**src/pkg/ddrcd_pkg.sv**
```systemverilog
// Purpose: shared constants and types for the command decoder and its controller end
// Assumes: one clock, active-low asynchronous reset
// Notes: widths are defaults for the largest configuration
package ddrcd_pkg;
    // ==========================================
    // Widths
    localparam int BG_W = 2;
    localparam int BA_W = 2;
    localparam int ROW_W = 18;
    localparam int COL_W = 10;
    localparam int ADDR_W = 18;
    // ==========================================
    // Address pin positions
    localparam int A10_POS = 10;
    localparam int A12_POS = 12;
    localparam int A14_POS = 14;
    localparam int A15_POS = 15;
    localparam int A16_POS = 16;
    localparam int A17_POS = 17;
    // ==========================================
    // Command codes
    typedef enum logic [4:0] {
        DDRCD_CMD_NONE = 5'h00,
        DDRCD_CMD_MRS = 5'h01,
        DDRCD_CMD_REF = 5'h02,
        DDRCD_CMD_SRE = 5'h03,
        DDRCD_CMD_SRX = 5'h04,
        DDRCD_CMD_PRE = 5'h05,
        DDRCD_CMD_PREA = 5'h06,
        DDRCD_CMD_ACT = 5'h07,
        DDRCD_CMD_WR = 5'h08,
        DDRCD_CMD_WRA = 5'h09,
        DDRCD_CMD_RD = 5'h0a,
        DDRCD_CMD_RDA = 5'h0b,
        DDRCD_CMD_NOP = 5'h0c,
        DDRCD_CMD_DES = 5'h0d,
        DDRCD_CMD_PDE = 5'h0e,
        DDRCD_CMD_PDX = 5'h0f,
        DDRCD_CMD_ZQCL = 5'h10,
        DDRCD_CMD_ZQCS = 5'h11,
        DDRCD_CMD_RSVD = 5'h12
    } ddrcd_cmd_type;
    // ==========================================
    // Burst lengths
    localparam logic [3:0] BL8_BEATS = 4'h8;
    localparam logic [3:0] BC4_BEATS = 4'h4;
    localparam logic [1:0] BURST_CYC_BL8 = 2'h3;
    localparam logic [1:0] BURST_CYC_BC4 = 2'h1;
endpackage : ddrcd_pkg

```
**src/pkg/ddrcd_if.sv**
```systemverilog
// Purpose: command and address pins between controller and decoder
// Assumes: single clock domain
// Notes: all pins are one-way
`timescale 1ns/1ns
interface ddrcd_if;
    logic cke;
    logic cs_n;
    logic act_n;
    logic [ddrcd_pkg::ADDR_W-1:0] addr;
    logic [ddrcd_pkg::BG_W-1:0] bg;
    logic [ddrcd_pkg::BA_W-1:0] ba;
    logic odt;
    modport ctrl (output cke, output cs_n, output act_n, output addr, output bg, output ba, output odt);
    modport dev (input cke, input cs_n, input act_n, input addr, input bg, input ba, input odt);
endinterface : ddrcd_if

```
**src/design/ddrcd_decoder.sv**
```systemverilog
// Purpose: command decoder of the memory device end
// Assumes: pins arrive on clk from the controller logic
// Notes: outputs are registered on the same edge that samples the pins
`timescale 1ns/1ns
module ddrcd_decoder #(
    parameter int BG_W = ddrcd_pkg::BG_W,
    parameter int BA_W = ddrcd_pkg::BA_W,
    parameter int ROW_W = ddrcd_pkg::ROW_W,
    parameter int COL_W = ddrcd_pkg::COL_W
) (
    input wire logic clk,
    input wire logic reset_n,
    ddrcd_if.dev pins,
    input wire logic per_command_burst_select,
    output ddrcd_pkg::ddrcd_cmd_type cmd_r,
    output logic cmd_valid_r,
    output logic [BG_W-1:0] bg_r,
    output logic [BA_W-1:0] ba_r,
    output logic [ROW_W-1:0] row_r,
    output logic [COL_W-1:0] col_r,
    output logic [ddrcd_pkg::ADDR_W-1:0] opcode_r,
    output logic auto_pre_r,
    output logic [3:0] burst_len_r,
    output logic burst_busy_r,
    output logic self_refresh_r,
    output logic power_down_r,
    output logic odt_active_r,
    output logic refresh_pulse_r
);
    // ==========================================
    // Decode
    ddrcd_pkg::ddrcd_cmd_type cmd_nxt;
    logic cke_prev_r;
    logic ras_n, cas_n, we_n;
    logic busy_nxt;
    logic [1:0] burst_cnt_r;

    // Shared pins double as row bits when activating
    assign ras_n = pins.addr[ddrcd_pkg::A16_POS];
    assign cas_n = pins.addr[ddrcd_pkg::A15_POS];
    assign we_n = pins.addr[ddrcd_pkg::A14_POS];

    always_comb
    begin
        cmd_nxt = ddrcd_pkg::DDRCD_CMD_NONE;
        if (cke_prev_r && !pins.cke)
        begin
            // CKE falling: only refresh or deselect legal
            if (pins.cs_n)
                cmd_nxt = ddrcd_pkg::DDRCD_CMD_PDE;
            else if (pins.act_n && !ras_n && !cas_n && we_n)
                cmd_nxt = ddrcd_pkg::DDRCD_CMD_SRE;
        end
        else if (!cke_prev_r && pins.cke)
        begin
            // Exit sampled on clk: synchronous detection chosen
            if (pins.cs_n)
                cmd_nxt = self_refresh_r ? ddrcd_pkg::DDRCD_CMD_SRX
                                         : ddrcd_pkg::DDRCD_CMD_PDX;
        end
        else if (cke_prev_r && pins.cke)
        begin
            if (pins.cs_n)
                cmd_nxt = ddrcd_pkg::DDRCD_CMD_DES;
            else if (!pins.act_n)
                cmd_nxt = ddrcd_pkg::DDRCD_CMD_ACT;
            else
            begin
                // ODT never enters this decode
                unique case ({ras_n, cas_n, we_n})
                    3'h0: cmd_nxt = ddrcd_pkg::DDRCD_CMD_MRS;
                    3'h1: cmd_nxt = ddrcd_pkg::DDRCD_CMD_REF;
                    3'h2: cmd_nxt = pins.addr[ddrcd_pkg::A10_POS] ? ddrcd_pkg::DDRCD_CMD_PREA
                                                                  : ddrcd_pkg::DDRCD_CMD_PRE;
                    3'h3: cmd_nxt = ddrcd_pkg::DDRCD_CMD_RSVD;
                    3'h4: cmd_nxt = pins.addr[ddrcd_pkg::A10_POS] ? ddrcd_pkg::DDRCD_CMD_WRA
                                                                  : ddrcd_pkg::DDRCD_CMD_WR;
                    3'h5: cmd_nxt = pins.addr[ddrcd_pkg::A10_POS] ? ddrcd_pkg::DDRCD_CMD_RDA
                                                                  : ddrcd_pkg::DDRCD_CMD_RD;
                    3'h6: cmd_nxt = pins.addr[ddrcd_pkg::A10_POS] ? ddrcd_pkg::DDRCD_CMD_ZQCL
                                                                  : ddrcd_pkg::DDRCD_CMD_ZQCS;
                    3'h7: cmd_nxt = ddrcd_pkg::DDRCD_CMD_NOP;
                endcase
            end
        end
    end

    function automatic logic is_rw(input ddrcd_pkg::ddrcd_cmd_type c);
        is_rw = (c == ddrcd_pkg::DDRCD_CMD_WR) || (c == ddrcd_pkg::DDRCD_CMD_WRA) ||
                (c == ddrcd_pkg::DDRCD_CMD_RD) || (c == ddrcd_pkg::DDRCD_CMD_RDA);
    endfunction : is_rw

    // ==========================================
    // Registered command
    always_ff @(posedge clk or negedge reset_n)
    begin
        if (!reset_n)
        begin
            cke_prev_r <= 1'b0;
            cmd_r <= ddrcd_pkg::DDRCD_CMD_NONE;
            cmd_valid_r <= 1'b0;
        end
        else
        begin
            cke_prev_r <= pins.cke;
            cmd_r <= cmd_nxt;
            cmd_valid_r <= (cmd_nxt != ddrcd_pkg::DDRCD_CMD_NONE) && (cmd_nxt != ddrcd_pkg::DDRCD_CMD_DES);
        end
    end

    // Address fields only load on commands that use them; don't-cares leave them alone
    always_ff @(posedge clk or negedge reset_n)
    begin
        if (!reset_n)
        begin
            bg_r <= '0;
            ba_r <= '0;
            row_r <= '0;
            col_r <= '0;
            opcode_r <= '0;
            auto_pre_r <= 1'b0;
        end
        else
        begin
            if (cmd_nxt == ddrcd_pkg::DDRCD_CMD_ACT || cmd_nxt == ddrcd_pkg::DDRCD_CMD_PRE ||
                cmd_nxt == ddrcd_pkg::DDRCD_CMD_MRS || is_rw(cmd_nxt))
            begin
                bg_r <= pins.bg;
                ba_r <= pins.ba;
            end
            if (cmd_nxt == ddrcd_pkg::DDRCD_CMD_ACT)
                row_r <= pins.addr[ROW_W-1:0];
            if (is_rw(cmd_nxt))
            begin
                col_r <= pins.addr[COL_W-1:0];
                auto_pre_r <= pins.addr[ddrcd_pkg::A10_POS];
            end
            if (cmd_nxt == ddrcd_pkg::DDRCD_CMD_MRS)
                opcode_r <= pins.addr;
        end
    end

    // ==========================================
    // Burst tracking: no command can cut a burst short
    assign busy_nxt = is_rw(cmd_nxt) || (burst_busy_r && burst_cnt_r != 2'h0);
    always_ff @(posedge clk or negedge reset_n)
    begin
        if (!reset_n)
        begin
            burst_busy_r <= 1'b0;
            burst_cnt_r <= 2'h0;
            burst_len_r <= ddrcd_pkg::BL8_BEATS;
        end
        else
        begin
            burst_busy_r <= busy_nxt;
            // A burst in its last cycle makes room for the next one
            if (is_rw(cmd_nxt) && (!burst_busy_r || burst_cnt_r == 2'h0))
            begin
                if (per_command_burst_select && !pins.addr[ddrcd_pkg::A12_POS])
                begin
                    burst_len_r <= ddrcd_pkg::BC4_BEATS;
                    burst_cnt_r <= ddrcd_pkg::BURST_CYC_BC4;
                end
                else
                begin
                    burst_len_r <= ddrcd_pkg::BL8_BEATS;
                    burst_cnt_r <= ddrcd_pkg::BURST_CYC_BL8;
                end
            end
            else if (burst_cnt_r != 2'h0)
                burst_cnt_r <= burst_cnt_r - 2'h1;
        end
    end

    // ==========================================
    // Power state
    always_ff @(posedge clk or negedge reset_n)
    begin
        if (!reset_n)
        begin
            self_refresh_r <= 1'b0;
            power_down_r <= 1'b0;
            odt_active_r <= 1'b0;
            refresh_pulse_r <= 1'b0;
        end
        else
        begin
            if (cmd_nxt == ddrcd_pkg::DDRCD_CMD_SRE)
                self_refresh_r <= 1'b1;
            else if (cmd_nxt == ddrcd_pkg::DDRCD_CMD_SRX)
                self_refresh_r <= 1'b0;
            if (cmd_nxt == ddrcd_pkg::DDRCD_CMD_PDE)
                power_down_r <= 1'b1;
            else if (cmd_nxt == ddrcd_pkg::DDRCD_CMD_PDX)
                power_down_r <= 1'b0;
            // Termination cut while self refresh is entered or held
            odt_active_r <= pins.odt && !self_refresh_r && cmd_nxt != ddrcd_pkg::DDRCD_CMD_SRE;
            // Refresh only issued while awake
            refresh_pulse_r <= cmd_nxt == ddrcd_pkg::DDRCD_CMD_REF && !power_down_r;
        end
    end
endmodule : ddrcd_decoder

```
**src/flat_wrapper.sv**
```systemverilog
// flat-port wrapper written by rule: the top's interface ports become plain ports
module ddrcd_decoder_flat 
#(
    parameter int BG_W = ddrcd_pkg::BG_W,
    parameter int BA_W = ddrcd_pkg::BA_W,
    parameter int ROW_W = ddrcd_pkg::ROW_W,
    parameter int COL_W = ddrcd_pkg::COL_W
)
  (clk, reset_n, per_command_burst_select, cmd_r, cmd_valid_r, bg_r, ba_r, row_r, col_r, opcode_r, auto_pre_r, burst_len_r, burst_busy_r, self_refresh_r, power_down_r, odt_active_r, refresh_pulse_r, pins_cke, pins_cs_n, pins_act_n, pins_addr, pins_bg, pins_ba, pins_odt);
  ddrcd_if pins_i ();
  input wire logic clk;
  input wire logic reset_n;
  input wire logic per_command_burst_select;
  output ddrcd_pkg::ddrcd_cmd_type cmd_r;
  output logic cmd_valid_r;
  output logic [BG_W-1:0] bg_r;
  output logic [BA_W-1:0] ba_r;
  output logic [ROW_W-1:0] row_r;
  output logic [COL_W-1:0] col_r;
  output logic [ddrcd_pkg::ADDR_W-1:0] opcode_r;
  output logic auto_pre_r;
  output logic [3:0] burst_len_r;
  output logic burst_busy_r;
  output logic self_refresh_r;
  output logic power_down_r;
  output logic odt_active_r;
  output logic refresh_pulse_r;
  input wire logic [$bits(pins_i.cke)-1:0] pins_cke;
  input wire logic [$bits(pins_i.cs_n)-1:0] pins_cs_n;
  input wire logic [$bits(pins_i.act_n)-1:0] pins_act_n;
  input wire logic [$bits(pins_i.addr)-1:0] pins_addr;
  input wire logic [$bits(pins_i.bg)-1:0] pins_bg;
  input wire logic [$bits(pins_i.ba)-1:0] pins_ba;
  input wire logic [$bits(pins_i.odt)-1:0] pins_odt;
  assign pins_i.cke = pins_cke;
  assign pins_i.cs_n = pins_cs_n;
  assign pins_i.act_n = pins_act_n;
  assign pins_i.addr = pins_addr;
  assign pins_i.bg = pins_bg;
  assign pins_i.ba = pins_ba;
  assign pins_i.odt = pins_odt;
  ddrcd_decoder #(.BG_W(BG_W), .BA_W(BA_W), .ROW_W(ROW_W), .COL_W(COL_W)) u_core (.clk(clk), .reset_n(reset_n), .pins(pins_i), .per_command_burst_select(per_command_burst_select), .cmd_r(cmd_r), .cmd_valid_r(cmd_valid_r), .bg_r(bg_r), .ba_r(ba_r), .row_r(row_r), .col_r(col_r), .opcode_r(opcode_r), .auto_pre_r(auto_pre_r), .burst_len_r(burst_len_r), .burst_busy_r(burst_busy_r), .self_refresh_r(self_refresh_r), .power_down_r(power_down_r), .odt_active_r(odt_active_r), .refresh_pulse_r(refresh_pulse_r));
endmodule
```
**config.mk**
```make
export PLATFORM = sky130hd
export DESIGN_NAME = ddrcd_decoder_flat
export DESIGN_NICKNAME = d
export VERILOG_FILES = /design/src/pkg/ddrcd_pkg.sv /design/src/pkg/ddrcd_if.sv /design/src/design/ddrcd_decoder.sv /design/src/flat_wrapper.sv
export SDC_FILE = /design/constraint.sdc
export NUM_CORES = 1
export LEC_CHECK = 0
export BUFFER_PORTS_ARGS = -buffer_cell sky130_fd_sc_hd__buf_2
export CORE_MARGIN = 5
export CORE_UTILIZATION = 55
export DETAILED_ROUTE_END_ITERATION = 16
export GPL_TIMING_DRIVEN = 0
export PLACE_DENSITY = 0.85
export SLEW_MARGIN = 20
export SYNTH_ARGS = -nofsm -noshare
export SYNTH_HDL_FRONTEND = slang
export SYNTH_SLANG_ARGS = --single-unit
```
**constraint.sdc**
```tcl
create_clock -name clk -period 4.95 [get_ports clk]
set_input_delay 0.495 -clock clk [delete_from_list [all_inputs] [get_ports clk]]
set_output_delay 0.495 -clock clk [all_outputs]
set_load 0.05 [all_outputs]
```
After elaboration in Yosys (flattened, before gate mapping)
Index checks and enable logic that the tools add are counted.
Operators by class
  equal/unequal tests: 21
  reduce and logical (&&, ||, !) cells: 36
  mux-type cells: 22
  add/sub/neg operators: 1
Operators with widths (count)
  $pmux W5 S8: 1
  $eq A5 B4 Y1 const B: 6
  $mux W5: 6
  $eq A5 B3 Y1 const B: 3
  $logic_and A1 B1 Y1: 13
  $eq A3 B3 Y1 const B: 4
  $mux W4: 3
  $eq A5 B2 Y1 const B: 2
  $mux W2: 5
  $logic_not A1 Y1: 8
  $logic_or A1 B1 Y1: 8
  $reduce_bool A2 Y1: 4
  $mux W1: 7
  $eq A3 B2 Y1 const B: 2
  $eq A5 B1 Y1 const B: 1
  $ne A5 B2 Y1 const B: 1
  $ne A5 B4 Y1 const B: 1
  $reduce_bool A5 Y1: 1
  $eq A3 B1 Y1 const B: 1
  $logic_not A3 Y1: 1
  $logic_not A2 Y1: 1
  $sub A2 B1 Y2 const B: 1
Storage, ports and cells
  logic and storage cells: 96
  register bits after elaboration: 69
  bits of input ports: 29
  output and inout port bits: 66

Depth between registers and ports, before layout
Gate-level depths: netlist of the first run.
  depth in word-level cells: 13
  mapped depth: 10
  mapped depth without buffers: 7

Worst setup path before layout of the first run
Ideal clock, no wire load.
  path kind: register to register
  from: register u_core.self_refresh_r
  to: register u_core.opcode_r[10] (netlist name)
  path slack: 2.708 ns
  arrival: 2.116 ns
  required time: 4.825 ns
  cell stages (with the launch flop): 9
  period minus slack after synthesis: 2.242 ns
  path buffers: 1
  setup time: 0.125 ns
  cell sequence: dfrtp_1 nor2b_1 o21ai_1 o31a_1 inv_2 nor4_4 nand2_2 buf_4 mux2_4
Between the ends
  longest elaborated chain between the ends: 5
RTL lines
  start, declared: line ddrcd_decoder.sv:25  | output logic self_refresh_r,
  start signal, assigned: line ddrcd_decoder.sv:182  | self_refresh_r <= 1'b0;
  start signal, assigned: line ddrcd_decoder.sv:190  | self_refresh_r <= 1'b1;
  start signal, assigned: line ddrcd_decoder.sv:192  | self_refresh_r <= 1'b0;
  $mux W4: line ddrcd_decoder.sv:58  | cmd_nxt = self_refresh_r ? ddrcd_pkg::DDRCD_CMD_SRX
  $mux W5: line ddrcd_decoder.sv:57  | if (pins.cs_n)
  $mux W5: line ddrcd_decoder.sv:54  | else if (!cke_prev_r && pins.cke)
  $mux W5: line ddrcd_decoder.sv:46  | if (cke_prev_r && !pins.cke)
  $eq A5 B1 Y1: line ddrcd_decoder.sv:138  | if (cmd_nxt == ddrcd_pkg::DDRCD_CMD_MRS)
  end signal, assigned: line ddrcd_decoder.sv:139  | opcode_r <= pins.addr;
  end, declared: line ddrcd_decoder.sv:21  | output logic [ddrcd_pkg::ADDR_W-1:0] opcode_r,
Every way passes these cells.
A chain may end at the register's enable or synchronous reset.

Worst setup path after layout of the first run
  from: register u_core.cke_prev_r
  to: register u_core.row_r[10]
Between the ends
  longest elaborated chain between the ends: 5
  elaborated cells on any way between the ends: 8
  classes of those cells: 1 x eq/ne; 3 x mux; 4 x reduce/logical
RTL lines
  start, declared: line ddrcd_decoder.sv:33  | logic cke_prev_r;
  start signal, assigned: line ddrcd_decoder.sv:105  | cke_prev_r <= pins.cke;
  $logic_and A1 B1 Y1 / $logic_not A1 Y1 (equally long branches): line ddrcd_decoder.sv:61, ddrcd_decoder.sv:54
  $mux W5 / $logic_and A1 B1 Y1 (equally long branches): line ddrcd_decoder.sv:61, ddrcd_decoder.sv:54
  $mux W5: line ddrcd_decoder.sv:54
  $mux W5 (*): line ddrcd_decoder.sv:46
  $eq A5 B3 Y1 (*): line ddrcd_decoder.sv:131  | if (cmd_nxt == ddrcd_pkg::DDRCD_CMD_ACT)
  end signal, assigned: line ddrcd_decoder.sv:132  | row_r <= pins.addr[ROW_W-1:0];
  end, declared: line ddrcd_decoder.sv:19  | output logic [ROW_W-1:0] row_r,
Mark *: on every way between the ends. The rest lies on a longest branch, timed or not.

==> results of run 1 <==
-- where the power goes --
group / total, uW / internal, uW / switching, uW
combinational: 968 / 284 / 684
sequential: 781 / 696 / 85.5
clock: 449 / 244 / 205
-- synth_stat cells, types with 5 or more instances --
cell type  instances  area, um2
buf_2              6      30.03
dfrtp_1           66       1652
inv_1              5      18.77
mux2_2            10      112.6
mux2_4            24      360.4
nand2_1           41      153.9
nand3b_1           5      37.54
nor2_1             6      22.52
o21ai_0            6      30.03
-- worst max-delay path: stages (launching register included) --
cell and delay [ns]:
dfrtp_1 0.33, buf_2 0.19, nor4bb_1 0.22, nand3_1 0.24, o22ai_2 0.38, nor3b_2 0.31
buf_6 0.20, buf_12 0.16, mux2_4 0.30
-- through the flow --
stage	std cells	instance area (um2)	power, uW
global placement	409	3612	1738
CTS	426	3829	2216
global route	426	3829	2305
detailed placement	410	3635	1764
finish	426	3829	2198
floorplan	245	3062	1526
-- routing by layer --
layer | up-vias | global-route usage
met5 | - | 0
met2 | 92 | 0.3060
met4 | 0 | 0.1036
li1 | 1064 | -
met3 | 13 | 0.07949
met1 | 1072 | 0.2573
-- sequential cells by signal, summed over array words and instances (netlist names), 2 cells and up --
| name | cells |
|---|---|
| u_core.bg_r | 2 |
| u_core.burst_len_r | 2 |
| u_core.row_r | 18 |
| u_core.col_r | 10 |
| u_core.ba_r | 2 |
| u_core.burst_cnt_r | 2 |
| u_core.cmd_r | 5 |
| u_core.opcode_r | 18 |
-- kinds of logic after synthesis --
logic type,share of synthesized area
AO/OA/AOI/OAI,0.09207
multiplexers,0.1579
flip-flops,0.5487
XOR/XNOR,0.002865
adder cells (fa/ha/maj),0.004091
AND/OR/NAND/NOR,0.1522
buffers and inverters,0.04092
other,0.001226
-- layout make-up --
class                   instances  area, um2  area share
clock inverters                 5      52.55     0.01373
repair buffers                 93      483.0      0.1261
plain buffers                  14      102.6     0.02680
well taps                      72      90.09     0.02353
multi-input cells             158       1259      0.3288
flip-flops and latches         67       1678      0.4382
clock buffers                  11      141.4     0.03693
inverters                       6      22.52    0.005882
-- path summary, 6_finish.rpt --
check                                   endpoint  cells after the start
min                              u_core.cmd_r[3]                      1
min in group clk               u_core.cke_prev_r                      1
min reg2reg                u_core.burst_cnt_r[0]                      1
max reg2reg                     u_core.row_r[10]                      8
max in group asynchronous    u_core.odt_active_r                      2
max                             u_core.row_r[10]                      8
==> impl_metrics.py, run 1 <==
metrics = {
    "outcome": {
        "status": "finished clean",
    },
    "sta": {
        "drv_slew": 0,
        "rsz0062_at_grt": "no",
        "fmax_mhz": 408.7,
        "final.setup.worst_slack_ns": 2.503,
        "finalCriticalPeriod_ns": 2.447,
        "fin_setup_tns_ns": 0,
        "timing.hold.ws_ns": 0.05976,
        "setup_violations": 0,
        "period_share": 0.4943,
        "finalHoldViolCount": 0,
        "clock_skew_ns": 0.006897,
    },
    "place": {
        "place_hpwl_um": 4974,
        "io_buffers": 92,
        "gp_congestion": 0.8087,
        "pre_cts_slack_ns": 2.358,
    },
    "global_route": {
        "grt_first_pass_wirelength_um": 11540,
        "grt_overflow_total": 0,
        "antenna_found_initial": 0,
        "grt_pass1_vias": 2322,
        "grt_max_degree": 43,
        "grt_usage": 0.2042,
    },
    "layout": {
        "final_cell_mix": "buf_2, dfrtp_1, nand2_1",
        "antenna_cells": 0,
        "syn2layout_area_growth_pct": 25.20,
        "layout_commonest_cell": "buf_2",
        "fin_util": 0.7039,
        "fin_nets": 379,
        "drive_gt1_frac": 0.4887,
        "n_fill_cell": 403,
    },
    "clock_network": {
        "cts_tree": "built",
        "clk_latency_ns": 0.34,
        "cts.path.max_buffers": 2,
        "post_cts_buffers": 0,
        "hold_buffers": 0,
        "ctsResizeCount": 0,
        "clk_pin_slew_ns": 0.07,
        "h-tree-depth": 3,
        "cts_inserted_buffers": 9,
        "clockRootBuffer": "clkbuf_8",
        "clock-sinks": 67,
    },
    "floorplan": {
        "die_area_um2": 7151,
        "fp.coreArea_um2": 5439,
        "rows": 27,
        "die_y_um": 84.57,
        "die_x_um": 84.57,
        "start_util": 0.5622,
        "ioPinCount": 95,
    },
    "critical_path": {
        "startpoint": "u_core.cke_prev_r",
        "setup.worst_path.start_class": "flop",
        "cp.required_ns": 5.17,
        "reg2reg_slack_ns": 2.50,
        "reg2reg_from": "u_core.cke_prev_r",
        "crit_path_end_kind": "flop",
        "crit_fanout": 10,
        "critPathKind": "reg -> reg",
        "worstPathArrival_ns": 2.67,
    },
    "routing": {
        "highest_layer": "met4",
        "wl_met2_um": 3232,
        "wl_per_cell_um": 16.11,
        "remaining_drc_errors": 0,
        "vias": 2241,
        "wl_met1_um": 2916,
        "dr.pass1.iters": 4,
        "ant_nets": 0,
        "drt_iter0_drc": 129,
        "wl_met3_um": 602,
        "vias_per_cell": 5.261,
        "drt-total-wl_um": 6862,
    },
    "power": {
        "powerDensity_nw_per_um2": 574.0,
        "vdd_drop_max_mv": 0.3512,
        "leakagePower_uw": 0.001956,
    },
    "logic_synthesis": {
        "syn_area_per_cell_um2": 12.53,
        "yosys_warnings": 0,
        "async_reset_ff_frac": 1.000,
        "synth_cell_types": 51,
        "synth_cells": 244,
        "synth_edf_count": 0,
        "netlist_area_um2": 3058,
        "ys.flop_type": "dfrtp_1",
        "yosys_register_bits": 67,
        "yosysSeqAreaShare": 0.5487,
    },
    "job": {
        "drv_cap": 0,
    },
    "hold_path": {
        "hp-class": "in -> async",
    },
}
Note: power is estimated with default switching activity, not from simulation.
==> inputs of run 2 (changes only) <==
- ABC_AREA: not set -> 1
- CORE_UTILIZATION: 55 -> 50
- PLACE_DENSITY: 0.85 -> 0.79
- clock period: 4.95 -> 2.5 ns (I/O delays scaled with it)
==> impl_metrics.py, run 2 <==
metrics = {
    "logic_synthesis": {
        "netlist_area_um2": 2923,
        "synth_cells": 305,
        "yosysTopAreaCell": "dfrtp_1",
        "synth_edf_count": 0,
        "ys_top_cells_by_count": "nand2_1, dfrtp_1, inv_1",
        "synthTopCellsByArea": "dfrtp_1, nand2_1, o21ai_2, inv_1, nand3_1",
        "ys.flop_type": "dfrtp_1",
        "yosys_register_bits": 67,
        "synth_most_common_cell": "nand2_1",
        "synth_top_area_frac": 0.5651,
        "synth_cell_types": 28,
        "yosysSeqAreaShare": 0.5741,
        "async_reset_ff_frac": 1.000,
        "yosys_warnings": 0,
        "syn_area_per_cell_um2": 9.583,
    },
    "clock_network": {
        "clk_pin_slew_ns": 0.07,
        "clk_latency_ns": 0.33,
        "clockRootBuffer": "clkbuf_8",
        "ctsResizeCount": 0,
        "clock-sinks": 67,
        "cts.path.max_buffers": 2,
        "cts_tree": "built",
        "cts_inserted_buffers": 9,
        "h-tree-depth": 3,
        "hold_buffers": 1,
        "post_cts_buffers": 0,
    },
    "critical_path": {
        "crit_fanout": 10,
        "critPathKind": "reg -> reg",
        "crit_path_top_delay_cell": "dfrtp_1",
        "cpPeakStageDelay_ns": 0.39,
        "worstPathCellList": "inv_1, o21ai_1, a21oi_4, nor2_4, nand3_4, clkbuf_8, nand2_1, o21ai_2",
        "crit_path_end_kind": "flop",
        "cp.required_ns": 2.71,
        "setup.worst_path.start_class": "flop",
        "worstPathArrival_ns": 1.92,
    },
    "sta": {
        "clock_skew_ns": 0.009618,
        "period_share": 0.6812,
        "setup_violations": 0,
        "final.setup.worst_slack_ns": 0.7969,
        "fmax_mhz": 587.2,
        "finalHoldViolCount": 0,
        "drv_slew": 0,
        "rsz0062_at_grt": "no",
        "finalCriticalPeriod_ns": 1.703,
        "fin_setup_tns_ns": 0,
    },
    "global_route": {
        "grt_max_degree": 44,
        "antenna_found_initial": 0,
        "grt_usage": 0.1922,
        "grt_pass1_vias": 2363,
        "grt_overflow_total": 0,
        "grt_first_pass_wirelength_um": 11170,
    },
    "power": {
        "finalPower_uw": 4463,
        "powerDensity_nw_per_um2": 1199,
        "vdd_drop_max_mv": 0.6564,
        "p_seq_frac": 0.348,
        "p_int_uw": 2428,
        "leakagePower_uw": 0.002084,
        "comb_power_share": 0.435,
        "sw_frac_of_total": 0.4561,
        "p_clk_frac": 0.217,
        "switchingPower_uw": 2036,
    },
    "layout": {
        "fin_nets": 441,
        "layout_commonest_cell": "nand2_1",
        "syn2layout_area_growth_pct": 27.35,
        "antenna_cells": 0,
        "fin_util": 0.6638,
        "reg_top3": "u_core.opcode_r: 18 flops, u_core.row_r: 18 flops, u_core.col_r: 10 flops",
        "drive_gt1_frac": 0.3822,
        "final_cell_mix": "nand2_1, buf_2, dfrtp_1",
    },
    "outcome": {
        "status": "finished clean",
    },
    "routing": {
        "vias": 2387,
        "drt_iter0_drc": 94,
        "ant_nets": 0,
        "wl_per_cell_um": 13.60,
        "vias_per_cell": 4.891,
        "drt-total-wl_um": 6639,
        "dr.pass1.iters": 4,
        "remaining_drc_errors": 0,
    },
    "place": {
        "pre_cts_slack_ns": 0.7743,
        "place_hpwl_um": 5013,
        "gp_congestion": 0.8629,
        "io_buffers": 92,
    },
    "floorplan": {
        "rows": 27,
        "die_area_um2": 7474,
        "start_util": 0.5212,
        "die_x_um": 86.46,
        "die_y_um": 86.46,
        "fp.coreArea_um2": 5608,
        "ioPinCount": 95,
    },
    "hold_path": {
        "hp-class": "in -> reg",
    },
    "job": {
        "drv_cap": 0,
    },
}
## run 2: changes by cell type after synthesis, moves of 9 or more
cell / delta
nand2_1: +54
inv_1: +29
mux2_4: -24
o21ai_2: +24
mux2_2: -10
nand3_1: +10
o21ai_1: +9
## run 2: worst max-delay path, delay by kind of cell (launching register included)
kind | cells | cell delay, ns
flops | 1 | 0.39
simple gates | 3 | 0.46
compound gates | 3 | 0.41
buf+inv | 2 | 0.31
## run 2: final timing paths
path	slack [ns]	end	startpoint	cells after the start
worst max register to register	0.80	u_core.row_r[6]	u_core.cke_prev_r	8
worst min-delay path	0.09	u_core.cke_prev_r	pins_cke	1
worst max-delay path	0.80	u_core.row_r[6]	u_core.cke_prev_r	8
min in group asynchronous	0.38	u_core.row_r[15]	reset_n	2
max in group asynchronous	1.52	u_core.burst_len_r[3]	reset_n	3
worst min register to register	0.46	u_core.burst_len_r[3]	u_core.burst_len_r[3]	2
## run 2: layer usage
layer / share of wire / vias to the layer above / GRT usage / wire length, um
met2: 0.47 / 86 / 0.3234 / 3106
met5: 0 / - / 0 / 0
met4: 0.0063 / 0 / 0.05099 / 42
met3: 0.089 / 5 / 0.05989 / 588
met1: 0.44 / 1125 / 0.2405 / 2902
li1: - / 1171 / - / -
## run 2: kinds of logic (layout without fill, tap and decap cells)
logic type	Yosys count	in the layout	share of synthesized area
AND/OR/NAND/NOR	135	135	0.2050
flip-flops	67	67	0.5741
AO/OA/AOI/OAI	53	53	0.1344
buffers and inverters	48	158	0.08090
adder cells (fa/ha/maj)	1	1	0.004280
other	1	2	0.001283
## run 2: cell type report
cell class,count,area [um2]
inverter,38,142.6
clock inverter,2,60.06
multi-input combinational,191,1012
buffer,10,93.84
sequential,67,1678
clock buffer,14,152.6
fill,490,1886
tap,72,90.09
timing repair buffer,94,493.0
## run 2: stage by stage
stage | std cells | cell area (um2) | hold slack [ns]
after global placement | 470 | 3477 | 0.4289
final | 488 | 3722 | 0.09468
after global routing | 488 | 3722 | 0.07760
after detailed placement | 471 | 3500 | 0.1817
after CTS | 488 | 3722 | 0.08051
after floorplan | 306 | 2927 | -0.04559
## run 2: power by group through the flow
stage / combinational [uW] / clock [uW] / sequential [uW]
2_1_floorplan: 460 / 0 / 2590
3_3_place_gp: 1920 / 0 / 1560
3_5_place_dp: 1960 / 0 / 1570
4_1_cts: 1970 / 989 / 1550
5_1_grt: 2070 / 1040 / 1590
6_report: 1940 / 968 / 1550
==> inputs of run 3 (changes only) <==
- clock period: 2.5 -> 1.7 ns (I/O delays scaled with it)
==> impl_metrics.py, run 3 (same netlist as run 2, synthesis figures left out) <==
metrics = {
    "critical_path": {
        "setup.worst_path.start_class": "flop",
        "cpPeakStageDelay_ns": 0.42,
        "worstPathCellList": "nand2_1, nor2_1, nand3_1, nand3_4, a21oi_4, nand2_4, buf_6, nand2_1, o21ai_2",
        "cp.required_ns": 1.92,
        "reg2reg_slack_ns": 0.06,
        "crit_path_end_kind": "flop",
        "worstPathArrival_ns": 1.86,
        "crit_fanout": 10,
        "rr_worst_depth": 9,
        "critPathMostFrequentCell": "nand2_1",
        "crit_path_top_delay_cell": "dfrtp_1",
        "critPathKind": "reg -> reg",
    },
    "power": {
        "powerDensity_nw_per_um2": 1741,
        "vdd_drop_max_mv": 0.8614,
        "comb_power_share": 0.432,
        "p_int_uw": 3618,
        "leakagePower_uw": 0.002133,
        "sw_frac_of_total": 0.4572,
        "p_seq_frac": 0.343,
        "p_clk_frac": 0.225,
        "switchingPower_uw": 3047,
    },
    "clock_network": {
        "clock-sinks": 67,
        "cts_inserted_buffers": 9,
        "cts.path.max_buffers": 2,
        "clockRootBuffer": "clkbuf_8",
        "clk_latency_ns": 0.33,
        "cts_tree": "built",
        "clk_pin_slew_ns": 0.07,
        "h-tree-depth": 3,
    },
    "routing": {
        "drt_iter0_drc": 132,
        "drt-total-wl_um": 6919,
        "vias_per_cell": 4.954,
        "vias": 2457,
        "ant_nets": 0,
        "wl_per_cell_um": 13.95,
        "dr.pass1.iters": 4,
        "remaining_drc_errors": 0,
    },
    "place": {
        "placedCellCount": 471,
        "gp_congestion": 0.8778,
        "place_hpwl_um": 5063,
        "io_buffers": 92,
    },
    "sta": {
        "setup_violations": 0,
        "fmax_mhz": 609.7,
        "finalHoldViolCount": 0,
        "clock_skew_ns": 0.004480,
        "fin_setup_tns_ns": 0,
        "finalCriticalPeriod_ns": 1.640,
        "rsz0062_at_grt": "yes",
        "period_share": 0.9649,
        "drv_slew": 0,
    },
    "layout": {
        "syn2layout_area_growth_pct": 30.99,
        "fin_nets": 449,
        "final_cell_mix": "nand2_1, buf_2, dfrtp_1",
        "drive_gt1_frac": 0.4151,
        "layout_commonest_cell": "nand2_1",
        "reg_top3": "u_core.opcode_r: 18 flops, u_core.row_r: 18 flops, u_core.col_r: 10 flops",
        "antenna_cells": 0,
        "layoutNonFillerInstCount": 496,
    },
    "floorplan": {
        "fp.coreArea_um2": 5608,
        "ioPinCount": 95,
        "start_util": 0.5212,
        "die_x_um": 86.46,
        "die_area_um2": 7474,
        "rows": 27,
        "die_y_um": 86.46,
    },
    "hold_path": {
        "hp-class": "in -> reg",
        "min_path_cells": 3,
    },
    "global_route": {
        "grt_usage": 0.1949,
        "grt_overflow_total": 0,
        "grt_first_pass_wirelength_um": 11350,
        "antenna_found_initial": 0,
        "grt_max_degree": 52,
        "grt_pass1_vias": 2390,
    },
    "job": {
        "drv_cap": 0,
    },
    "outcome": {
        "status": "finished clean",
    },
}
-- run 3: cell types whose count changed in the layout (fill, tap and decap cells not counted), moves of 2 or more --
cell	change
buf_4	+7
clkbuf_1	-4
nand2_1	-2
nand2_2	+2
-- run 3: power by group through the flow --
stage                     logic (uW)  clock network, uW  registers [uW]
final                           2880               1500            2290
after global routing            3050               1620            2350
after CTS                       2890               1530            2290
after detailed placement        2880                  0            2320
after global placement          2830                  0            2300
after floorplan                  676                  0            3810
-- run 3: per-stage QoR --
| step | utilization | worst slack, ns | total power, uW | cell area, um2 | hold slack [ns] |
|---|---|---|---|---|---|
| floorplan | - | 0.08137 | 4484 | 2928 | -0.1256 |
| global placement | 0.6203 | 0.02629 | 5124 | 3478 | 0.3514 |
| detailed placement | 0.6256 | 0.008156 | 5197 | 3508 | 0.05819 |
| CTS | 0.6725 | 0.007530 | 6710 | 3771 | 0.01177 |
| global route | 0.6827 | -0.01672 | 7017 | 3829 | 0.009532 |
| finish | 0.6827 | 0.05971 | 6665 | 3829 | 0.02853 |
-- run 3: layout make-up --
| type | instances | area [um2] |
|---|---|---|
| buffer | 10 | 95.09 |
| clock buffer | 12 | 155.1 |
| clock inverter | 4 | 72.57 |
| fill | 457 | 1779 |
| inverter | 38 | 142.6 |
| multi-input combinational | 191 | 1031 |
| sequential | 67 | 1679 |
| tap | 72 | 90.09 |
| timing repair buffer | 102 | 563.0 |
-- run 3: critical path: cells and delay by family (launching register included) --
| kind | cells | cell delay, ns |
|---|---|---|
| flops | 1 | 0.42 |
| compound gates | 2 | 0.23 |
| buf+inv | 1 | 0.17 |
| simple gates | 6 | 0.70 |
-- run 3: timing repair --
action / CTS / global route
hold endpoints to repair: 17 / 0
hold buffers: 2 / 0
endpoints found under the setup margin: 4 / 45
pin swaps: 0 / 2
setup buffers: 2 / 5
resized for setup: 0 / 8
-- run 3: worst paths after layout --
path                                               to                  start
worst min-delay path                   u_core.ba_r[0]             pins_ba[0]
worst max register to register    u_core.opcode_r[10]      u_core.cke_prev_r
min in group asynchronous          u_core.opcode_r[7]                reset_n
worst min register to register  u_core.burst_len_r[3]  u_core.burst_len_r[3]
worst max-delay path              u_core.opcode_r[10]      u_core.cke_prev_r
max in group asynchronous       u_core.burst_len_r[3]                reset_n
-- run 3: routing by layer --
layer	GRT usage	routed length, um	up-vias
li1	-	-	1193
met1	0.2565	3031	1163
met2	0.3102	3243	90
met3	0.04848	513	11
met4	0.07649	131	0
met5	0	0	-
